## src/shared/dips_defs.svh

```systemverilog
// constants for the converter input port and phase strobe block
`ifndef DIPS_DEFS_SVH
`define DIPS_DEFS_SVH
`define DIPS_WORD_W        16
`define DIPS_MIDSCALE      16'h8000
`define DIPS_ADDR_W        32
`define DIPS_DATA_W        32
`define DIPS_OFF_CTRL      32'h0000_0000
`define DIPS_OFF_STATUS    32'h0000_0004
`define DIPS_OFF_STROBES   32'h0000_0008
`define DIPS_CTRL_REV      0
`define DIPS_CTRL_SYNC     1
`define DIPS_CTRL_ILV      2
`define DIPS_CTRL_MARK     3
`define DIPS_CTRL_EXTCLK   4
`define DIPS_CTRL_MASK     32'h0000_001f
`define DIPS_CTRL_RESET    32'h0000_0000
`define DIPS_CNT_W         16
`define DIPS_RESP_OKAY     2'h0
`define DIPS_RESP_SLVERR   2'h2
`endif

```

## src/shared/dips_pkg.sv

```systemverilog
// types for the converter input port and phase strobe block
package dips_pkg;
  typedef struct packed {
    logic [15:0] first_word;
    logic [15:0] second_word;
    logic        second_mark;
  } dips_pair_s;

  typedef struct packed {
    logic [15:0] first_true;
    logic [15:0] first_comp;
    logic [15:0] second_true;
    logic [15:0] second_comp;
  } dips_out_s;

  typedef enum logic [2:0] {
    DIPS_IDLE = 3'h1,
    DIPS_RESP = 3'h2,
    DIPS_HOLD = 3'h4
  } dips_bus_e;
endpackage : dips_pkg

```

## src/logic/dips_top.sv

```systemverilog
// input port front end: sample capture, coding, phase strobe, register slave
`timescale 1ns/100ps
`include "dips_defs.svh"
module dips_top
  import dips_pkg::*;
(
  // clock and reset
  input  wire logic                     sys_clk,
  input  wire logic                     rst_n,
  // sample inputs
  input  wire logic [`DIPS_WORD_W-1:0]  first_channel_word,
  input  wire logic [`DIPS_WORD_W-1:0]  second_channel_word,
  input  wire logic                     transmit_gate,
  input  wire logic                     phase_strobe,
  // converter side
  output logic      [63:0]              conv_out,
  output logic                          conv_valid,
  input  wire logic                     conv_ready,
  output logic                          second_marker_o,
  output logic                          second_marker_oe,
  output logic                          phase_acc_clear,
  output logic                          div_phase_set,
  // axi4-lite slave
  input  wire logic [`DIPS_ADDR_W-1:0]  s_axi_awaddr,
  input  wire logic                     s_axi_awvalid,
  output logic                          s_axi_awready,
  input  wire logic [`DIPS_DATA_W-1:0]  s_axi_wdata,
  input  wire logic [3:0]               s_axi_wstrb,
  input  wire logic                     s_axi_wvalid,
  output logic                          s_axi_wready,
  output logic      [1:0]               s_axi_bresp,
  output logic                          s_axi_bvalid,
  input  wire logic                     s_axi_bready,
  input  wire logic [`DIPS_ADDR_W-1:0]  s_axi_araddr,
  input  wire logic                     s_axi_arvalid,
  output logic                          s_axi_arready,
  output logic      [`DIPS_DATA_W-1:0]  s_axi_rdata,
  output logic      [1:0]               s_axi_rresp,
  output logic                          s_axi_rvalid,
  input  wire logic                     s_axi_rready
);
  // sys_clk stands for the data-rate clock; the sample clock domain is outside
  logic [31:0] ctrl_r, ctrl_nxt;
  logic [`DIPS_CNT_W-1:0] strobe_cnt_r, strobe_cnt_nxt;
  logic sync1_r, sync2_r, sync3_r, gate_r;
  logic acc_clr_r, acc_clr_nxt, div_set_r, div_set_nxt;
  logic phase_sel_r, phase_sel_nxt;
  logic rev_bus, sync_sel, ilv_mode, mark_en, ext_clk;

  assign rev_bus  = ctrl_r[`DIPS_CTRL_REV];
  assign sync_sel = ctrl_r[`DIPS_CTRL_SYNC];
  assign ilv_mode = ctrl_r[`DIPS_CTRL_ILV];
  assign mark_en  = ctrl_r[`DIPS_CTRL_MARK];
  assign ext_clk  = ctrl_r[`DIPS_CTRL_EXTCLK];

  // strobe: sync2 is the first point where level or edge is looked at
  always_comb begin
    acc_clr_nxt    = sync2_r;
    div_set_nxt    = sync_sel & ext_clk & sync2_r & ~sync3_r;
    strobe_cnt_nxt = strobe_cnt_r;
    if (sync2_r & ~sync3_r) begin
      strobe_cnt_nxt = strobe_cnt_r + 16'h0001;
    end
  end

  always_ff @(posedge sys_clk or negedge rst_n) begin
    if (!rst_n) begin
      sync1_r      <= 1'b0;
      sync2_r      <= 1'b0;
      sync3_r      <= 1'b0;
      acc_clr_r    <= 1'b0;
      div_set_r    <= 1'b0;
      strobe_cnt_r <= '0;
    end else begin
      sync1_r      <= phase_strobe;
      sync2_r      <= sync1_r;
      sync3_r      <= sync2_r;
      acc_clr_r    <= acc_clr_nxt;
      div_set_r    <= div_set_nxt;
      strobe_cnt_r <= strobe_cnt_nxt;
    end
  end
  assign phase_acc_clear = acc_clr_r;
  assign div_phase_set   = div_set_r;

  // capture and coding
  logic [15:0] word_b;
  dips_pair_s  in_pair;
  logic        in_valid, in_ready;
  logic [15:0] code_a, code_b;

  always_comb begin
    for (int i = 0; i < `DIPS_WORD_W; i++) begin
      word_b[i] = rev_bus ? second_channel_word[`DIPS_WORD_W-1-i] : second_channel_word[i];
    end
  end

  always_comb begin
    phase_sel_nxt = phase_sel_r;
    if (transmit_gate & ~gate_r) begin
      phase_sel_nxt = 1'b1; // word at gate rise is first channel, so the next word is second
    end else if (transmit_gate) begin
      // pins have no back-pressure, so the channel order advances every cycle
      phase_sel_nxt = ~phase_sel_r;
    end
    if (!ilv_mode) begin
      phase_sel_nxt = 1'b0;
    end
  end

  always_ff @(posedge sys_clk or negedge rst_n) begin
    if (!rst_n) begin
      gate_r      <= 1'b0;
      phase_sel_r <= 1'b0;
    end else begin
      gate_r      <= transmit_gate;
      phase_sel_r <= phase_sel_nxt;
    end
  end

  // in interleaved mode, words ride the first bus; second-channel word flagged
  logic ilv_second;
  assign ilv_second = ilv_mode & ~(transmit_gate & ~gate_r) & phase_sel_r;

  always_comb begin
    code_a = first_channel_word;
    code_b = word_b;
    if (ilv_mode) begin
      code_a = first_channel_word;
      code_b = first_channel_word;
    end
    if (!transmit_gate) begin
      code_a = `DIPS_MIDSCALE;
      code_b = `DIPS_MIDSCALE;
    end
    in_pair.first_word  = code_a;
    in_pair.second_word = code_b;
    in_pair.second_mark = ilv_second & transmit_gate;
  end
  assign in_valid = 1'b1;

  // two-entry buffer; with a stalled converter side, words arriving once both entries are full are dropped
  dips_pair_s buf_r [2];
  dips_pair_s buf0_nxt, buf1_nxt;
  logic [1:0] cnt_r, cnt_nxt;
  logic       do_push, do_pop;
  assign in_ready = (cnt_r != 2'h2);
  assign do_push  = in_valid & in_ready;
  assign do_pop   = (cnt_r != 2'h0) & conv_ready;

  always_comb begin
    buf0_nxt = buf_r[0];
    buf1_nxt = buf_r[1];
    cnt_nxt  = cnt_r + {1'b0, do_push} - {1'b0, do_pop};
    if (do_pop) begin
      buf0_nxt = buf_r[1];
    end
    if (do_push) begin
      if (cnt_r == 2'h0 || (cnt_r == 2'h1 && do_pop)) begin
        buf0_nxt = in_pair;
      end else begin
        buf1_nxt = in_pair;
      end
    end
  end

  always_ff @(posedge sys_clk or negedge rst_n) begin
    if (!rst_n) begin
      buf_r[0] <= '0;
      buf_r[1] <= '0;
      cnt_r    <= 2'h0;
    end else begin
      buf_r[0] <= buf0_nxt;
      buf_r[1] <= buf1_nxt;
      cnt_r    <= cnt_nxt;
    end
  end

  // straight binary: true output follows code, complementary its inverse
  dips_out_s out_nxt;
  logic [63:0] out_r;
  logic        vld_r, mark_r, mark_oe_r;
  always_comb begin
    out_nxt.first_true  = buf0_nxt.first_word;
    out_nxt.first_comp  = ~buf0_nxt.first_word;
    out_nxt.second_true = buf0_nxt.second_word;
    out_nxt.second_comp = ~buf0_nxt.second_word;
  end

  always_ff @(posedge sys_clk or negedge rst_n) begin
    if (!rst_n) begin
      out_r     <= {`DIPS_MIDSCALE, ~`DIPS_MIDSCALE, `DIPS_MIDSCALE, ~`DIPS_MIDSCALE};
      vld_r     <= 1'b0;
      mark_r    <= 1'b0;
      mark_oe_r <= 1'b0;
    end else begin
      out_r     <= out_nxt;
      vld_r     <= (cnt_nxt != 2'h0);
      mark_r    <= mark_en & ilv_mode & buf0_nxt.second_mark;
      mark_oe_r <= mark_en & ilv_mode;
    end
  end
  // output fed from buf0_nxt so conv_out mirrors the buffer head from the first clock after reset
  assign conv_out         = out_r;
  assign conv_valid       = vld_r;
  assign second_marker_o  = mark_r;
  assign second_marker_oe = mark_oe_r;

  // axi4-lite slave, single outstanding read and write
  logic aw_got_r, aw_got_nxt, w_got_r, w_got_nxt, bv_r, bv_nxt, rv_r, rv_nxt;
  logic [31:0] awa_r, awa_nxt, wd_r, wd_nxt, rd_r, rd_nxt;
  logic [3:0]  ws_r, ws_nxt;
  logic [1:0]  br_r, br_nxt, rr_r, rr_nxt;
  logic        wr_go;
  logic        awrdy_r, awrdy_nxt, wrdy_r, wrdy_nxt, arrdy_r, arrdy_nxt;

  assign wr_go = aw_got_r & w_got_r & ~bv_r;
  always_comb begin
    aw_got_nxt = aw_got_r;
    w_got_nxt  = w_got_r;
    awa_nxt    = awa_r;
    wd_nxt     = wd_r;
    ws_nxt     = ws_r;
    bv_nxt     = bv_r;
    br_nxt     = br_r;
    ctrl_nxt   = ctrl_r;
    rv_nxt     = rv_r;
    rd_nxt     = rd_r;
    rr_nxt     = rr_r;
    if (s_axi_awvalid & ~aw_got_r) begin
      aw_got_nxt = 1'b1;
      awa_nxt    = s_axi_awaddr;
    end
    if (s_axi_wvalid & ~w_got_r) begin
      w_got_nxt = 1'b1;
      wd_nxt    = s_axi_wdata;
      ws_nxt    = s_axi_wstrb;
    end
    if (wr_go) begin
      aw_got_nxt = 1'b0;
      w_got_nxt  = 1'b0;
      bv_nxt     = 1'b1;
      br_nxt     = `DIPS_RESP_OKAY;
      if (awa_r[7:2] == 6'(`DIPS_OFF_CTRL >> 2)) begin
        for (int b = 0; b < 4; b++) begin
          if (ws_r[b]) begin
            ctrl_nxt[b*8 +: 8] = wd_r[b*8 +: 8];
          end
        end
        ctrl_nxt = ctrl_nxt & `DIPS_CTRL_MASK;
      end else if (awa_r[7:2] != 6'(`DIPS_OFF_STATUS >> 2) && awa_r[7:2] != 6'(`DIPS_OFF_STROBES >> 2)) begin
        br_nxt = `DIPS_RESP_SLVERR;
      end
    end
    if (bv_r & s_axi_bready) begin
      bv_nxt = 1'b0;
    end
    if (rv_r & s_axi_rready) begin
      rv_nxt = 1'b0;
    end else if (s_axi_arvalid & ~rv_r) begin
      rv_nxt = 1'b1;
      rr_nxt = `DIPS_RESP_OKAY;
      case (s_axi_araddr[7:2])
        6'(`DIPS_OFF_CTRL >> 2):    rd_nxt = ctrl_r;
        6'(`DIPS_OFF_STATUS >> 2):  rd_nxt = {26'h0, cnt_r, mark_r, gate_r, phase_sel_r, sync2_r};
        6'(`DIPS_OFF_STROBES >> 2): rd_nxt = {16'h0, strobe_cnt_r};
        default: begin
          rd_nxt = 32'h0;
          rr_nxt = `DIPS_RESP_SLVERR;
        end
      endcase
    end
    awrdy_nxt = ~aw_got_nxt;
    wrdy_nxt  = ~w_got_nxt;
    arrdy_nxt = ~rv_nxt;
  end

  always_ff @(posedge sys_clk or negedge rst_n) begin
    if (!rst_n) begin
      aw_got_r <= 1'b0;
      w_got_r  <= 1'b0;
      awa_r    <= 32'h0;
      wd_r     <= 32'h0;
      ws_r     <= 4'h0;
      bv_r     <= 1'b0;
      br_r     <= 2'h0;
      ctrl_r   <= `DIPS_CTRL_RESET;
      rv_r     <= 1'b0;
      rd_r     <= 32'h0;
      rr_r     <= 2'h0;
      awrdy_r  <= 1'b1;
      wrdy_r   <= 1'b1;
      arrdy_r  <= 1'b1;
    end else begin
      aw_got_r <= aw_got_nxt;
      w_got_r  <= w_got_nxt;
      awa_r    <= awa_nxt;
      wd_r     <= wd_nxt;
      ws_r     <= ws_nxt;
      bv_r     <= bv_nxt;
      br_r     <= br_nxt;
      ctrl_r   <= ctrl_nxt;
      rv_r     <= rv_nxt;
      rd_r     <= rd_nxt;
      rr_r     <= rr_nxt;
      awrdy_r  <= awrdy_nxt;
      wrdy_r   <= wrdy_nxt;
      arrdy_r  <= arrdy_nxt;
    end
  end
  // awready and wready mirror the capture flags and arready the read valid, each in its own flop, so no port is combinational
  assign s_axi_awready = awrdy_r;
  assign s_axi_wready  = wrdy_r;
  assign s_axi_bvalid  = bv_r;
  assign s_axi_bresp   = br_r;
  assign s_axi_arready = arrdy_r;
  assign s_axi_rvalid  = rv_r;
  assign s_axi_rdata   = rd_r;
  assign s_axi_rresp   = rr_r;
endmodule : dips_top

```

## config.mk

```make
export PLATFORM = sky130hd
export DESIGN_NAME = dips_top
export DESIGN_NICKNAME = d
export VERILOG_FILES = /design/src/shared/dips_pkg.sv /design/src/logic/dips_top.sv
export VERILOG_INCLUDE_DIRS = /design/src /design/src/shared
export SDC_FILE = /design/constraint.sdc
export NUM_CORES = 1
export LEC_CHECK = 0
export ABC_CLOCK_PERIOD_IN_PS = 2950
export BUFFER_PORTS_ARGS = -buffer_cell sky130_fd_sc_hd__buf_2
export CAP_MARGIN = 20
export CORE_ASPECT_RATIO = 0.7
export CORE_MARGIN = 5
export CORE_UTILIZATION = 40
export DETAILED_ROUTE_END_ITERATION = 6
export PLACE_DENSITY_LB_ADDON = 0.25
export SETUP_SLACK_MARGIN = 0.4
export SYNTH_ARGS = -nofsm -noshare
export SYNTH_HDL_FRONTEND = slang
export SYNTH_SLANG_ARGS = --single-unit
```

## constraint.sdc

```tcl
create_clock -name sys_clk -period 2.95 [get_ports sys_clk]
set_input_delay 0.295 -clock sys_clk [delete_from_list [all_inputs] [get_ports sys_clk]]
set_output_delay 0.295 -clock sys_clk [all_outputs]
set_load 0.005 [all_outputs]
```

# Word level (Yosys, flattened, before mapping)
# Index checks and enable logic that the tools add are counted.
[op_classes]
reduce_logical = 13
addsub = 3
eq_ne = 7
n_mux = 37
n_bitwise = 33
[op_table]
columns = ["cell", "count"]
rows = [
  ["$mux W33", 3],
  ["$mux W16", 3],
  ["$pmux W16 S3", 1],
  ["$not A16 Y16", 2],
  ["$mux W1", 27],
  ["$and A1 B1 Y1", 18],
  ["$add A16 B1 Y16 const B", 1],
  ["$not A1 Y1", 13],
  ["$logic_not A6 Y1", 2],
  ["$eq A6 B1 Y1 const B", 1],
  ["$eq A6 B2 Y1 const B", 1],
  ["$mux W2", 3],
  ["$ne A6 B1 Y1 const B", 1],
  ["$ne A6 B2 Y1 const B", 1],
  ["$reduce_bool A2 Y1", 3],
  ["$reduce_and A2 Y1", 2],
  ["$ne A3 B2 Y1 const B", 1],
  ["$reduce_and A3 Y1", 1],
  ["$reduce_or A3 Y1", 1],
  ["$add A2 B1 Y2", 1],
  ["$eq A2 B1 Y1 const B", 1],
  ["$logic_and A1 B1 Y1", 2],
  ["$logic_not A2 Y1", 1],
  ["$ne A2 B2 Y1 const B", 1],
  ["2 further kinds", 2],
]
[word_totals]
register_bits = 219
input_bits = 142

# Depth between registers and ports, before layout
[depth]
word_depth = 9
depth_mapped = 10
depth_no_buf = 8

# Worst setup path after synthesis
# Ideal clock, no wire load.
[synth_timing]
path_type = "register -> register"
startpoint = "register cnt_r[1]"
endpoint = "register vld_r (netlist: conv_valid)"
t_required_ps = 2826
stages_incl_launch_ff = 11
path_slack_ps = 879
period_less_slack_ps = 2071
arrival_ps = 1946
setup_time_ps = 124
path_cell_list = "dfrtp_1 > buf_2 > o21ai_1 > buf_4 > inv_2 > ha_1 > inv_1 > ha_1 > xnor2_1 > xnor2_1 > or2_1"
[synth_via]
elab_chain_cells = 4
word_cells_on_any_way = 6
cone_classes = "add/sub (2); eq/ne (1); bitwise (1); reduce/logical (2)"
[synth_lines]
columns = ["item", "line_no", "rtl"]
rows = [
  ["from (decl)", "dips_top.sv:145", "logic [1:0] cnt_r, cnt_nxt;"],
  ["from (signal assigned)", "dips_top.sv:175", "cnt_r <= cnt_nxt;"],
  ["$ne A2 B2 Y1 or $reduce_bool A2 Y1 (tied branches)", "dips_top.sv:147, dips_top.sv:149", ""],
  ["$add A2 B1 Y2 or $and A1 B1 Y1 (tied branches)", "dips_top.sv:154, dips_top.sv:149", ""],
  ["$sub A2 B1 Y2 (*)", "dips_top.sv:154", "cnt_nxt = cnt_r + {1'b0, do_push} - {1'b0, do_pop};"],
  ["via cnt_nxt[1]", "dips_top.sv:145", ""],
  ["$reduce_bool A2 Y1 (*)", "dips_top.sv:198", "vld_r <= (cnt_nxt != 2'h0);"],
  ["to (signal assigned)", "dips_top.sv:198", ""],
  ["to (decl)", "dips_top.sv:182", "logic vld_r, mark_r, mark_oe_r;"],
]
# Mark *: on every way through the listed nets, which the timed path passes. The rest lies on a longest branch.
# A chain may end at the register's enable or synchronous reset.

==> flow_summary.ini <==
[sta]
hold_viol_final = 0
rsz0062_at_grt = false
drv_slew = 0
setup_viol = 0
skew_ns = 0.01408
fin_ws_ns = 1.084
fmax_ghz = 0.5358
slew_headroom_pct = 49.51
worst_pin_slew_ns = 0.7558
fin_crit_ns = 1.866
fin_crit_sh_pct = 63.26
setup_tns_ns = 0

[global_routing]
overflow = 0
grt_util_all_layers_pct = 16.58
grt_pass1_wl_um = 28990
number_of_antenna_violations_at_the_first_check_in_global_routing = 1
use_met3_pct = 4.556
most_congested_layer_reported_by_global_routing = met2
grt.met1_usage_pct = 23.70
grt_start_max_net_pins = 76
via_count_of_the_first_global_routing_pass = 5376
use_met2_pct = 25.23

[yosys]
ys_seq_area_share_pct = 56.33
yosysWarnings = 0
syn-cell-area_um2 = 7585
dominantRegCellSynth = sky130_fd_sc_hd__dfrtp_1
post-synth-top-area-cell = sky130_fd_sc_hd__dfrtp_1
number_of_flops_mapped_to_enable_cells_by_yosys = 0
postSynthAreaPerCell_um2 = 11.06
ys_ff_latch = 169
synth_top_area_share_pct = 44.21
synth.area.top_cells = sky130_fd_sc_hd__dfrtp_1 (44%), sky130_fd_sc_hd__dfstp_2 (12%), sky130_fd_sc_hd__mux2i_1 (5.3%)
synthCells = 686
synth_cell_types = 43
async_reset_ff_share_pct = 100.0

[clock_tree]
clk_latency_ns = 0.42
clock_sinks = 169
clk_transition_reported_paths_ns = 0.07
cts_max_level = 4
number_of_buffers_added_by_the_clock_tree_synthesis_step = 17
cts_buffer_depth = 2
cts_root_buffer = sky130_fd_sc_hd__clkbuf_16
tritoncts = built
cts.repair_timing.setup_buffer_count = 0

[cells_and_area]
final_common_cell = sky130_fd_sc_hd__buf_2
mostFrequentLayoutCells = sky130_fd_sc_hd__buf_2 (150), sky130_fd_sc_hd__dfrtp_1 (134), sky130_fd_sc_hd__nand2_1 (88)
post_layout_net_count = 946
stdcell_area_um2 = 8942
antennaDiodeCount = 0
syn2layout_area_growth_pct = 17.90
finish.cell_count_without_fillers = 1056
fraction_of_layout_instances_using_a_drive_strength_above_1_pct = 30.10

[floorplanning]
vertical_extent_of_the_die_um = 125.2
starting_utilization_of_the_core_area_pct = 40.43
boundaryPins = 252
chip_width_um = 174.6
core_region_area_um2 = 18760
die-area_um2 = 21860
rows = 42

[detailed_routing]
viasPerCell = 4.982
final_routed_drc_violation_total = 0
postRouteAntennaNets = 0
wirelength_um = 17610
drt_iter0_drc = 291
detailedRoute.firstPassIterationCount = 4
vias = 5261
wl_cell_um = 16.68

[outcome]
run_status = finished clean

[placed_design]
dp_slack_ns = 0.8798
place_inst = 1022
place.port_buffers = 151
dp_hpwl_um = 12410
place_congestion = 0.7962
dpl_cell_area_um2 = 8343

[critical_path]
r2r.worst_path.cells = 5
worst_path_dominant_cell_family = buffers and inverters
timing.critical_path.depth = 5
worst-endpoint-required_ns = 3.30
cp_num_buf_inv = 2
crit_path_max_fanout = 40
timing.critical_path.arrival_ns = 2.21
critical-path-max-stage-delay_ns = 0.52
startpoint_class_of_the_critical_path = register
worst_path_max_delay_cell = sky130_fd_sc_hd__dfrtp_1
critical_path_class = register to register
worst_setup_path_end_kind = register
worst_path_most_repeated_cell = sky130_fd_sc_hd__buf_4
path_cells = buf_4 > a21oi_4 > buf_4 > nand3_1 > o21a_1

[power]
total_power_uw = 8940
power.static_leakage_uw = 0.004359
switching_power_uw = 3069
intPower_uw = 5872
comb_power_share_pct = 33.0
power-per-cell-area_nw_per_um2 = 999.8
seq_power_share_pct = 42.6
power.share.clock_pct = 24.4
ir_drop_mv = 0.4075
power.share.switching_pct = 34.33

[min_path]
min_path_cells = 2
hold_path.class = input pin to register

[job]
maxCapViolations = 0
-- layer usage --
metal	vias to the layer above	wire [µm]	share of wire [%]
met3	11	1059	6.0
met2	138	7933	45
met5	-	11	0.062
li1	2535	-	-
met1	2575	8460	48
met4	2	146	0.83
-- power by group through the flow --
| stage | Sequential [µW] | Clock, µW | Combinational (µW) |
|---|---|---|---|
| final | 3800 | 2180 | 2950 |
| after detailed placement | 3850 | 0 | 2980 |
| after global routing | 3920 | 2330 | 3330 |
| after floorplan | 3710 | 0 | 2210 |
| after CTS | 3820 | 2240 | 3000 |
| after global placement | 3840 | 0 | 2940 |
-- sequential cells by signal (all words and copies together), names as in the netlist, 2 cells and up --
name,count
strobe_cnt_r,16
conv_out,64
s_axi_rdata,16
ctrl_r,5
buf_r,36
wd_r,5
cnt_r,2
awa_r,6
-- cell usage after synthesis, types with 2 or more instances --
| master | count |
|---|---|
| sky130_fd_sc_hd__dfrtp_1 | 134 |
| sky130_fd_sc_hd__nand2_1 | 88 |
| sky130_fd_sc_hd__buf_4 | 50 |
| sky130_fd_sc_hd__o21ai_1 | 44 |
| sky130_fd_sc_hd__mux2i_1 | 40 |
| sky130_fd_sc_hd__dfstp_2 | 35 |
| sky130_fd_sc_hd__mux2_1 | 27 |
| sky130_fd_sc_hd__nand3_1 | 24 |
| sky130_fd_sc_hd__nor2_1 | 23 |
| sky130_fd_sc_hd__a22o_1 | 20 |
| sky130_fd_sc_hd__clkbuf_1 | 19 |
| sky130_fd_sc_hd__a21oi_1 | 18 |
| sky130_fd_sc_hd__buf_2 | 17 |
| sky130_fd_sc_hd__a21o_1 | 16 |
| sky130_fd_sc_hd__o211ai_1 | 16 |
| sky130_fd_sc_hd__o21bai_1 | 15 |
| sky130_fd_sc_hd__inv_1 | 12 |
| sky130_fd_sc_hd__o21a_1 | 11 |
| sky130_fd_sc_hd__xnor2_1 | 10 |
| sky130_fd_sc_hd__and2_1 | 9 |
| sky130_fd_sc_hd__o221ai_1 | 7 |
| sky130_fd_sc_hd__xor2_1 | 7 |
| sky130_fd_sc_hd__inv_2 | 6 |
| sky130_fd_sc_hd__nor2b_1 | 6 |
| sky130_fd_sc_hd__nand4_1 | 4 |
| sky130_fd_sc_hd__and3_1 | 3 |
| sky130_fd_sc_hd__ha_1 | 3 |
| sky130_fd_sc_hd__nand2b_1 | 3 |
| sky130_fd_sc_hd__buf_1 | 2 |
| sky130_fd_sc_hd__nand3b_1 | 2 |
| sky130_fd_sc_hd__nor3_1 | 2 |
| sky130_fd_sc_hd__or2_1 | 2 |
-- final timing paths --
| path | slack (ns) | to | from |
|---|---|---|---|
| worst max-delay path | 1.08 | conv_out[36] | cnt_r[0] |
| worst min-delay path | 0.05 | s_axi_bvalid | s_axi_bready |
| worst max register to register | 1.08 | conv_out[36] | cnt_r[0] |
| worst min register to register | 0.35 | acc_clr_nxt | sync1_r |
| max in group asynchronous | 1.72 | conv_out[63] | rst_n |
| min in group asynchronous | 0.46 | conv_out[27] | rst_n |
-- metrics by stage --
step / hold slack [ns] / util (%)
global route: 0.02723 / 47.67
CTS: 0.02867 / 47.67
detailed placement: 0.3402 / 44.47
global placement: 0.3362 / 44.47
floorplan: -0.0005911 / -
finish: 0.04778 / 47.67
-- kinds of logic (layout without fill, tap and decap cells) --
kind of cell / count (synthesis) / in the layout / synth area share [%]
multiplexers: 67 / 67 / 9.287
other: 1 / 18 / 0.04944
buffers and inverters: 106 / 217 / 8.001
AND/OR/NAND/NOR: 172 / 172 / 10.51
flip-flops: 169 / 169 / 56.33
AO/OA/AOI/OAI: 151 / 151 / 13.36
adder cells (fa/ha/maj): 3 / 3 / 0.4949
XOR/XNOR: 17 / 17 / 1.963
-- layout make-up --
cell class	count	area, µm²
flip-flops and latches	169	4273
multi-input cells	428	2795
well taps	242	302.8
fillers	1757	9818
repair buffers	167	924.6
inverters	18	67.56
clock inverters	12	112.6
clock buffers	20	466.7
-- what timing repair did --
| item | CTS | global route |
|---|---|---|
| setup endpoints to repair | 0 | 0 |
| gates resized for setup | 0 | 0 |
| endpoints found under the hold margin | 55 | 0 |
| hold buffers | 2 | 0 |
No activity file was read; power rests on OpenSTA's default activity.
